<file path="config.mk">
export PLATFORM = sky130hd
export DESIGN_NAME = part_timer
export DESIGN_NICKNAME = d
export VERILOG_FILES = /design/src/include/part_pkg.sv /design/src/hw/part_pwm_chan.sv /design/src/hw/part_timer.sv
export SDC_FILE = /design/constraint.sdc
export NUM_CORES = 1
export LEC_CHECK = 0
export ABC_AREA = 1
export BUFFER_PORTS_ARGS = -buffer_cell sky130_fd_sc_hd__buf_2
export CELL_PAD_IN_SITES_DETAIL_PLACEMENT = 0
export CELL_PAD_IN_SITES_GLOBAL_PLACEMENT = 1
export CORE_ASPECT_RATIO = 1.4
export CORE_MARGIN = 8
export CORE_UTILIZATION = 43
export CTS_CLUSTER_DIAMETER = 30
export DETAILED_ROUTE_END_ITERATION = 7
export MAX_ROUTING_LAYER = met4
export PLACE_DENSITY_LB_ADDON = 0.1
export SLEW_MARGIN = 20
export SYNTH_ARGS = -nofsm -noshare
export SYNTH_HDL_FRONTEND = slang
export SYNTH_HIERARCHICAL = 1
export SYNTH_SLANG_ARGS = --single-unit
</file>
<file path="constraint.sdc">
create_clock -name sys_clk -period 5.05 [get_ports sys_clk]
set_input_delay 0.2525 -clock sys_clk [delete_from_list [all_inputs] [get_ports sys_clk]]
set_output_delay 0.2525 -clock sys_clk [all_outputs]
set_load 0.01 [all_outputs]
</file>
<file path="src/include/part_pkg.sv">
`default_nettype none
package part_pkg;
	// ==================================================
	// Sizes
	localparam int CNT_W = 8;
	localparam int PRESC_W = 7;
	localparam int SEL_W = 3;
	localparam int NUM_CH = 4;
	localparam int ADDR_W = 8;
	localparam int DATA_W = 32;
	localparam int SEL_BYTES = 4;

	// ==================================================
	// Register byte addresses
	localparam logic [ADDR_W-1:0] OFS_CTRL_STATUS = 8'h00;
	localparam logic [ADDR_W-1:0] OFS_COUNTER = 8'h04;
	localparam logic [ADDR_W-1:0] OFS_RELOAD = 8'h08;
	localparam logic [ADDR_W-1:0] OFS_OUT_CTRL = 8'h0c;
	localparam logic [ADDR_W-1:0] OFS_DUTY0 = 8'h10;
	localparam logic [ADDR_W-1:0] OFS_DUTY_STEP = 8'h04;

	// ==================================================
	// timer_control_status fields
	localparam int BIT_FORCE_RELOAD = 0;
	localparam int BIT_CLK_ENABLE = 1;
	localparam int BIT_PRESC_LO = 2;
	localparam int BIT_PRESC_HI = 4;
	localparam int BIT_EXT_CLK = 5;
	localparam int BIT_OVF_SEEN = 7;

	// pwm_output_control fields
	localparam int BIT_OE_LO = 4;
	localparam int BIT_OE_HI = 7;
	localparam int BIT_POL_LO = 0;
	localparam int BIT_POL_HI = 3;

	// ==================================================
	// Values
	localparam logic [CNT_W-1:0] CNT_MAX = 8'hff;
	localparam logic [CNT_W-1:0] RST_BYTE = 8'h00;
	localparam logic [PRESC_W-1:0] PRESC_CLEAR = 7'h00;
	localparam logic [PRESC_W-1:0] PRESC_ONE = 7'h01;
	localparam logic [CNT_W-1:0] CNT_ONE = 8'h01;
	localparam logic [DATA_W-1:0] RD_ZERO = 32'h0000_0000;

	// Bus handshake states
	typedef enum logic [1:0] {
		BUS_IDLE = 2'b01,
		BUS_ACK = 2'b10
	} part_bus_state_t;
endpackage
`default_nettype wire
</file>
<file path="src/hw/part_pwm_chan.sv">
`timescale 1ns/100ps
`default_nettype none
module part_pwm_chan (
	// Clock and reset
	input wire logic sys_clk,
	input wire logic rst_n,
	// Counter side
	input wire logic [part_pkg::CNT_W-1:0] counter,
	input wire logic reload_tick,
	// Configuration
	input wire logic [part_pkg::CNT_W-1:0] duty,
	input wire logic polarity,
	input wire logic enable,
	// Pin side
	output logic pwm_out,
	output logic pwm_oe
);
	// ==================================================
	// Hidden compare value, refreshed only at overflow
	logic [part_pkg::CNT_W-1:0] compare_value;
	logic high_phase;

	always_ff @(posedge sys_clk or negedge rst_n) begin
		if (!rst_n) begin
			compare_value <= part_pkg::RST_BYTE;
		end else if (reload_tick) begin
			compare_value <= duty;
		end
	end

	assign high_phase = (counter <= compare_value);

	// ==================================================
	// Pin drive; polarity acts without waiting for overflow
	always_ff @(posedge sys_clk or negedge rst_n) begin
		if (!rst_n) begin
			pwm_out <= 1'b0;
			pwm_oe <= 1'b0;
		end else begin
			pwm_out <= enable & (high_phase ^ polarity);
			pwm_oe <= enable;
		end
	end
endmodule
`default_nettype wire

</file>
<file path="src/hw/part_timer.sv">
// What this block does
// - Free-running 8-bit counter steps by one on each prescaled clock tick.
// - Software reads or writes the counter any time via counter_access.
// - Overflow reloads counter from auto_reload_value; prescaler untouched.
// - 7-bit prescaler, prescale_select picks tap: divide by two to the field.
// - external_clock_select chooses CPU clock or external input clock.
// - Enable bit low freezes prescaler and counter; high lets counting run.
// - Reset clears counter and prescaler and selects CPU clock.
// - Reload value, then force reload plus enable, loads counter from reload value.
// - Any counter initialisation clears the prescaler; prescaler is not accessible.
// - Counter compared continuously against four channel compare values.
// - Hidden compare values load from duty registers at each overflow.
// - Output control bits 7:4 enable each channel output onto its pin.
// - Bits 3:0 pick polarity: zero gives high while counter at or below compare.
// - Polarity change inverts the output at once, not at overflow.
// - Duty value sets second edge; reload value sets common first edge.
`timescale 1ns/100ps
`default_nettype none
module part_timer #(
	parameter int NUM_CH = part_pkg::NUM_CH
) (
	// Clock and reset
	input wire logic sys_clk,
	input wire logic rstn,
	// Wishbone classic slave
	input wire logic wb_cyc_i,
	input wire logic wb_stb_i,
	input wire logic wb_we_i,
	input wire logic [part_pkg::ADDR_W-1:0] wb_adr_i,
	input wire logic [part_pkg::SEL_BYTES-1:0] wb_sel_i,
	input wire logic [part_pkg::DATA_W-1:0] wb_dat_i,
	output logic [part_pkg::DATA_W-1:0] wb_dat_o,
	output logic wb_ack_o,
	// External timer clock pin
	input wire logic external_input_clock,
	// PWM pins
	output logic [NUM_CH-1:0] pwm_output_x,
	output logic [NUM_CH-1:0] pwm_output_x_oe
);
	// ==================================================
	// Reset release
	logic rst_meta_n;
	logic rst_n;

	always_ff @(posedge sys_clk or negedge rstn) begin
		if (!rstn) begin
			rst_meta_n <= 1'b0;
			rst_n <= 1'b0;
		end else begin
			rst_meta_n <= 1'b1;
			rst_n <= rst_meta_n;
		end
	end

	// ==================================================
	// Registers
	logic [part_pkg::CNT_W-1:0] counter;
	logic [part_pkg::CNT_W-1:0] auto_reload_value;
	logic [part_pkg::CNT_W-1:0] pwm_output_control;
	logic [part_pkg::CNT_W-1:0] channel_duty_cycle [NUM_CH];
	logic [part_pkg::PRESC_W-1:0] prescaler;
	logic [part_pkg::SEL_W-1:0] prescale_select;
	logic counter_clock_enable;
	logic external_clock_select;
	logic overflow_seen;

	// ==================================================
	// Wishbone decode
	part_pkg::part_bus_state_t bus_state;
	logic bus_req;
	logic wr_strobe;
	logic wr_lane;
	logic [part_pkg::CNT_W-1:0] wr_byte;
	logic hit_ctrl;
	logic hit_counter;
	logic hit_reload;
	logic hit_out_ctrl;
	logic [NUM_CH-1:0] hit_duty;

	assign bus_req = wb_cyc_i & wb_stb_i;
	assign wr_lane = wb_sel_i[0];
	assign wr_byte = wb_dat_i[part_pkg::CNT_W-1:0];
	// Write acts on the edge where ack is sampled high
	assign wr_strobe = bus_req & wb_we_i & wr_lane & (bus_state == part_pkg::BUS_ACK);
	assign hit_ctrl = (wb_adr_i == part_pkg::OFS_CTRL_STATUS);
	assign hit_counter = (wb_adr_i == part_pkg::OFS_COUNTER);
	assign hit_reload = (wb_adr_i == part_pkg::OFS_RELOAD);
	assign hit_out_ctrl = (wb_adr_i == part_pkg::OFS_OUT_CTRL);

	genvar gi;
	generate
		for (gi = 0; gi < NUM_CH; gi++) begin : g_duty_hit
			localparam logic [part_pkg::ADDR_W-1:0] DUTY_OFS =
				part_pkg::ADDR_W'(part_pkg::OFS_DUTY0 + gi * part_pkg::OFS_DUTY_STEP);
			assign hit_duty[gi] = (wb_adr_i == DUTY_OFS);
		end
	endgenerate

	// One wait state, then ack for one cycle; every address answers
	always_ff @(posedge sys_clk or negedge rst_n) begin
		if (!rst_n) begin
			bus_state <= part_pkg::BUS_IDLE;
		end else begin
			case (bus_state)
				part_pkg::BUS_IDLE: begin
					if (bus_req) begin
						bus_state <= part_pkg::BUS_ACK;
					end
				end
				part_pkg::BUS_ACK: begin
					bus_state <= part_pkg::BUS_IDLE;
				end
				default: begin
					bus_state <= part_pkg::BUS_IDLE;
				end
			endcase
		end
	end

	always_ff @(posedge sys_clk or negedge rst_n) begin
		if (!rst_n) begin
			wb_ack_o <= 1'b0;
		end else begin
			wb_ack_o <= bus_req & (bus_state == part_pkg::BUS_IDLE);
		end
	end

	// ==================================================
	// Read data, unmapped addresses read zero
	logic [part_pkg::DATA_W-1:0] next_rd_data;
	logic [part_pkg::CNT_W-1:0] ctrl_view;

	always_comb begin
		ctrl_view = part_pkg::RST_BYTE;
		ctrl_view[part_pkg::BIT_CLK_ENABLE] = counter_clock_enable;
		ctrl_view[part_pkg::BIT_PRESC_HI:part_pkg::BIT_PRESC_LO] = prescale_select;
		ctrl_view[part_pkg::BIT_EXT_CLK] = external_clock_select;
		ctrl_view[part_pkg::BIT_OVF_SEEN] = overflow_seen;
	end

	always_comb begin
		next_rd_data = part_pkg::RD_ZERO;
		if (hit_ctrl) begin
			next_rd_data[part_pkg::CNT_W-1:0] = ctrl_view;
		end else if (hit_counter) begin
			next_rd_data[part_pkg::CNT_W-1:0] = counter;
		end else if (hit_reload) begin
			next_rd_data[part_pkg::CNT_W-1:0] = auto_reload_value;
		end else if (hit_out_ctrl) begin
			next_rd_data[part_pkg::CNT_W-1:0] = pwm_output_control;
		end else begin
			for (int i = 0; i < NUM_CH; i++) begin
				if (hit_duty[i]) begin
					next_rd_data[part_pkg::CNT_W-1:0] = channel_duty_cycle[i];
				end
			end
		end
	end

	always_ff @(posedge sys_clk or negedge rst_n) begin
		if (!rst_n) begin
			wb_dat_o <= part_pkg::RD_ZERO;
		end else if (bus_req & ~wb_we_i & (bus_state == part_pkg::BUS_IDLE)) begin
			wb_dat_o <= next_rd_data;
		end
	end

	// ==================================================
	// Configuration registers
	logic force_reload_req;

	assign force_reload_req = wr_strobe & hit_ctrl & wr_byte[part_pkg::BIT_FORCE_RELOAD]
		& wr_byte[part_pkg::BIT_CLK_ENABLE];

	always_ff @(posedge sys_clk or negedge rst_n) begin
		if (!rst_n) begin
			counter_clock_enable <= 1'b0;
			prescale_select <= '0;
			external_clock_select <= 1'b0;
		end else if (wr_strobe & hit_ctrl) begin
			counter_clock_enable <= wr_byte[part_pkg::BIT_CLK_ENABLE];
			prescale_select <= wr_byte[part_pkg::BIT_PRESC_HI:part_pkg::BIT_PRESC_LO];
			external_clock_select <= wr_byte[part_pkg::BIT_EXT_CLK];
		end
	end

	always_ff @(posedge sys_clk or negedge rst_n) begin
		if (!rst_n) begin
			auto_reload_value <= part_pkg::RST_BYTE;
		end else if (wr_strobe & hit_reload) begin
			auto_reload_value <= wr_byte;
		end
	end

	always_ff @(posedge sys_clk or negedge rst_n) begin
		if (!rst_n) begin
			pwm_output_control <= part_pkg::RST_BYTE;
		end else if (wr_strobe & hit_out_ctrl) begin
			pwm_output_control <= wr_byte;
		end
	end

	always_ff @(posedge sys_clk or negedge rst_n) begin
		if (!rst_n) begin
			for (int i = 0; i < NUM_CH; i++) begin
				channel_duty_cycle[i] <= part_pkg::RST_BYTE;
			end
		end else begin
			for (int i = 0; i < NUM_CH; i++) begin
				if (wr_strobe & hit_duty[i]) begin
					channel_duty_cycle[i] <= wr_byte;
				end
			end
		end
	end

	// ==================================================
	// External clock: synchronise, then count rising edges
	// Usable only well below half the system clock rate
	logic ext_meta;
	logic ext_sync;
	logic ext_prev;
	logic ext_rise;

	always_ff @(posedge sys_clk or negedge rst_n) begin
		if (!rst_n) begin
			ext_meta <= 1'b0;
			ext_sync <= 1'b0;
			ext_prev <= 1'b0;
		end else begin
			ext_meta <= external_input_clock;
			ext_sync <= ext_meta;
			ext_prev <= ext_sync;
		end
	end

	assign ext_rise = ext_sync & ~ext_prev;

	// ==================================================
	// Prescaler and counter ticks
	logic input_tick;
	logic [part_pkg::PRESC_W-1:0] tap_mask;
	logic counter_tick;
	logic overflow_tick;
	logic counter_write;

	assign input_tick = counter_clock_enable & (external_clock_select ? ext_rise : 1'b1);
	// Tap n fires once every 2^n input ticks
	assign tap_mask = part_pkg::PRESC_W'((part_pkg::PRESC_ONE << prescale_select) - part_pkg::PRESC_ONE);
	assign counter_tick = input_tick & ((prescaler & tap_mask) == tap_mask);
	assign overflow_tick = counter_tick & (counter == part_pkg::CNT_MAX);
	assign counter_write = wr_strobe & hit_counter;

	always_ff @(posedge sys_clk or negedge rst_n) begin
		if (!rst_n) begin
			prescaler <= part_pkg::PRESC_CLEAR;
		end else if (counter_write | force_reload_req) begin
			prescaler <= part_pkg::PRESC_CLEAR;
		end else if (input_tick) begin
			prescaler <= part_pkg::PRESC_W'(prescaler + part_pkg::PRESC_ONE);
		end
	end

	// Software initialisation wins over a tick in the same cycle
	always_ff @(posedge sys_clk or negedge rst_n) begin
		if (!rst_n) begin
			counter <= part_pkg::RST_BYTE;
		end else if (counter_write) begin
			counter <= wr_byte;
		end else if (force_reload_req) begin
			counter <= auto_reload_value;
		end else if (overflow_tick) begin
			counter <= auto_reload_value;
		end else if (counter_tick) begin
			counter <= part_pkg::CNT_W'(counter + part_pkg::CNT_ONE);
		end
	end

	// Sticky overflow marker, cleared by a control write with the bit set; overflow wins
	always_ff @(posedge sys_clk or negedge rst_n) begin
		if (!rst_n) begin
			overflow_seen <= 1'b0;
		end else if (overflow_tick) begin
			overflow_seen <= 1'b1;
		end else if (wr_strobe & hit_ctrl & wr_byte[part_pkg::BIT_OVF_SEEN]) begin
			overflow_seen <= 1'b0;
		end
	end

	// ==================================================
	// PWM channels
	generate
		for (gi = 0; gi < NUM_CH; gi++) begin : g_chan
			part_pwm_chan u_chan (
				.sys_clk(sys_clk),
				.rst_n(rst_n),
				.counter(counter),
				.reload_tick(overflow_tick),
				.duty(channel_duty_cycle[gi]),
				.polarity(pwm_output_control[part_pkg::BIT_POL_LO + gi]),
				.enable(pwm_output_control[part_pkg::BIT_OE_LO + gi]),
				.pwm_out(pwm_output_x[gi]),
				.pwm_oe(pwm_output_x_oe[gi])
			);
		end
	endgenerate
endmodule
`default_nettype wire

</file>
==> results.txt <==
The area of the die is 19800 um2. The initial detailed-routing violation count came out at 319. The critical path is of the register to register type.

The kind of start point of the critical path is a register. The total number of nets in the final design came out at 944. The synthesized instance count is 812. The flow ran to the end, and the final reports show no timing, DRC or antenna violations. Summing internal, switching and leakage power gives 2.42 mW.

Summed over all layers, the global routing overflow is 0. The worst-case headroom to the max-slew limit is 32.8%. Dividing the detail-routed wire length by the instance count gives 17.0 um. The hold-fix buffer count after cts is 2. The via count of the first global-routing pass is 5435. Setup repair after global routing left no endpoint under its margin.

The number of cell instances on the worst register-to-register path came out at 10. For this design the top-level I/O count stands at 91. At the end of routability-driven placement, the weighted congestion stood at 0.860. The initial antenna violation count came to 0.

The number of gates resized after cts came out at 0. The starting utilization of the core area is 43.2%. The count of final max-slew check failures came out at 0. The average vias per placed instance is 4.93. The final routed DRC violation total is 0. The placeable core region came out at 15400 um2. The number of distinct library cells after synthesis is 34.

The maximum clock skew at final layout is 0.0197 ns. The highest net fanout along the worst path came out at 35. The overall track demand over capacity in global routing is 20.1%.

The total power divided by cell area came out at 319 nW/um2. The total detailed-routing wirelength came out at 18.2 mm. Each instance of the synthesized netlist takes up on average 8.20 um2. The detail route stage leaves a number of antenna-violating nets equal to 0.

The deepest level of the CTS H-tree is 4. The count of buffers inserted at the top-level ports came out at 39. The actual slew at the worst max-slew pin is 1.00 ns. The number of placed cells counting well taps came out at 1035. Summed over all failing endpoints, the final setup total negative slack is 0 ns. The die outline width came out at 121 um. The number of hold violations in the final report came to 0.

Once the clock tree was built, the setup fixing pass inserted 0 buffers. The clock drives 125 sinks. The number of setup violations in the final report is 0.

For this block, the via count after detailed routing is 5269. For the worst setup path, the data required time is 5.32 ns. On the final layout, the worst hold slack is 0.138 ns.

The largest vdd supply drop came out at 0.171 mV. TritonCTS built the clock tree. The filler cell count came out at 1536. The number of warnings reported in the yosys synthesis log came out at 6. The first TritonRoute pass finished after 5 iterations.

The worst setup path is captured at a register. The buffer levels on the longest clock path came out at 2. Counting flops and latches in the post-synthesis netlist gives 125. The summed instance area of the synthesized netlist is 6660 um2. The first global-routing pass estimated 29.1 mm of wire.

Clock tree synthesis selected as its root buffer the cell clkbuf_16. The tightest min-delay check is of the primary input to async pin type. After synthesis, flip-flops and latches occupy 47.0% of the total area. The die extent in y is 163 um. The number of antenna diodes in the final layout is 0.

The count of standard-cell rows is 54. After the flow finishes, the layout carries non-filler instances totaling 1069. The post-detailed-placement half-perimeter wirelength is 13.1 mm. The insertion delay to the later sink of the worst-skew pair came out at 0.42 ns. Clock-pin slew was measured on the worst setup and hold paths at 0.06 ns. The share of final-layout standard cells stronger than drive strength 1 came out at 14.3%.

The leakage power is 3.92 nW. The max-capacitance violation count came out at 0. The maximum clock frequency is 340 MHz. For the worst setup path, the data arrival time is 3.21 ns. The fraction of the cycle the final worst path needs came out at 58.3%. Entering global routing, the biggest net connects 67 pins. The growth of design area from synthesis to finish came out at 13.9%.

The CTS buffer count came out at 17. The clock period could shrink to 2.94 ns.
[layer usage]
layer | up-vias | global-route usage, % | share of wire, %
met3 | 16 | 3.36 | 3.4
met4 | 0 | 6.53 | 1.4
li1 | 2637 | - | -
met2 | 108 | 35.4 | 54
met5 | - | - | 0
met1 | 2508 | 22.7 | 42
[worst max-delay path, stage by stage, from the launching register on]
cell	delay, ns
dfrtp_1	0.55
ha_1	0.33
nand3_2	0.08
nor2_1	0.07
nand2_1	0.06
nor2_1	0.06
nand3_4	0.15
clkinv_1	0.81
buf_4	0.51
nand2_1	0.08
o21ai_0	0.07
[synthesized netlist by cell type (all sizes together)]
cell type | count | area (um2)
nor2 | 73 | 347
conb | 2 | 7.51
nand3 | 44 | 248
nand4 | 14 | 119
or2 | 1 | 6.26
nand2 | 246 | 961
nor3 | 2 | 21.3
dfstp | 1 | 26.3
ha | 34 | 425
a21oi | 23 | 126
mux2 | 4 | 45.0
o21a | 1 | 7.51
inv | 100 | 375
dfrtp | 124 | 3100
o21ai | 91 | 455
a211oi | 1 | 7.51
xor2 | 8 | 70.1
a21o | 4 | 30.0
buf | 37 | 273
clkbuf | 2 | 7.51
[path summary, 6_finish.rpt]
| check | start | slack (ns) | to |
|---|---|---|---|
| hold / removal | rstn | 0.14 | rst_n |
| min in group sys_clk | wb_stb_i | 0.16 | bus_state[1] |
| setup reg to reg | counter[0] | 2.11 | g_chan[1].u_chan/compare_value[7] |
| setup / recovery | counter[0] | 2.11 | g_chan[1].u_chan/compare_value[7] |
| hold reg to reg | rst_meta_n | 0.35 | rst_n |
| max in group asynchronous | rst_n | 3.24 | g_chan[2].u_chan/compare_value[1] |
[final cells by class]
class,count,area (um2),share of cell area [%]
sequential,125,3130,41.3
clock inverter,10,163,2.14
timing repair buffer,45,245,3.23
clock buffer,22,464,6.12
inverter,100,375,4.95
multi-input combinational,571,2960,39.0
tap,196,245,3.23
[kinds of logic (layout without fill, tap and decap cells)]
logic type | Yosys count | count (layout) | share of synthesized area, %
AO/OA/AOI/OAI | 120 | 120 | 9.41
XOR/XNOR | 8 | 8 | 1.05
multiplexers | 4 | 4 | 0.676
AND/OR/NAND/NOR | 380 | 380 | 25.5
flip-flops | 125 | 125 | 47.0
buffers and inverters | 139 | 177 | 9.84
other | 2 | 25 | 0.113
adder cells (fa/ha/maj) | 34 | 34 | 6.39
[cell usage in the layout, fill, tap and decap left out, drive strengths merged]
| cell type | n |
|---|---|
| inv | 99 |
| or2 | 1 |
| bufinv | 4 |
| clkbuf | 22 |
| dlygate4sd3 | 2 |
| nand3 | 44 |
| mux2 | 4 |
| o21ai | 91 |
| a21oi | 23 |
| clkinvlp | 2 |
| o21a | 1 |
| nand4 | 14 |
| buf | 43 |
| dfrtp | 124 |
| nor2 | 73 |
| nand2 | 246 |
| a211oi | 1 |
| a21o | 4 |
| clkinv | 5 |
| nor3 | 2 |
| conb | 25 |
| ha | 34 |
| dfstp | 1 |
| xor2 | 8 |
[through the flow]
| step | util, % | cell area [um2] | setup slack [ns] |
|---|---|---|---|
| after floorplan | - | 6750 | 1.31 |
| after global placement | 45.1 | 6940 | 2.02 |
| after detailed placement | 45.1 | 6940 | 1.99 |
| after CTS | 49.3 | 7590 | 1.97 |
| after global routing | 49.3 | 7590 | 1.83 |
| final | 49.3 | 7590 | 2.11 |
[where the power goes]
| part | internal (mW) | switching (mW) |
|---|---|---|
| registers | 1.02 | 0.0160 |
| logic | 0.0261 | 0.0645 |
| clock network | 0.851 | 0.443 |
| total | 1.90 | 0.523 |
[state kept, by name, summed over array words and instances, names as in the netlist, 2 cells and up]
name                         count
counter                          8
auto_reload_value                8
channel_duty_cycle              32
wb_dat_o                         8
bus_state                        2
pwm_output_control               8
g_chan.u_chan/pwm_out            4
g_chan.u_chan/pwm_oe             4
g_chan.u_chan/compare_value     32
prescaler                        7
prescale_select                  3
(Power assumes the default switching activity.)
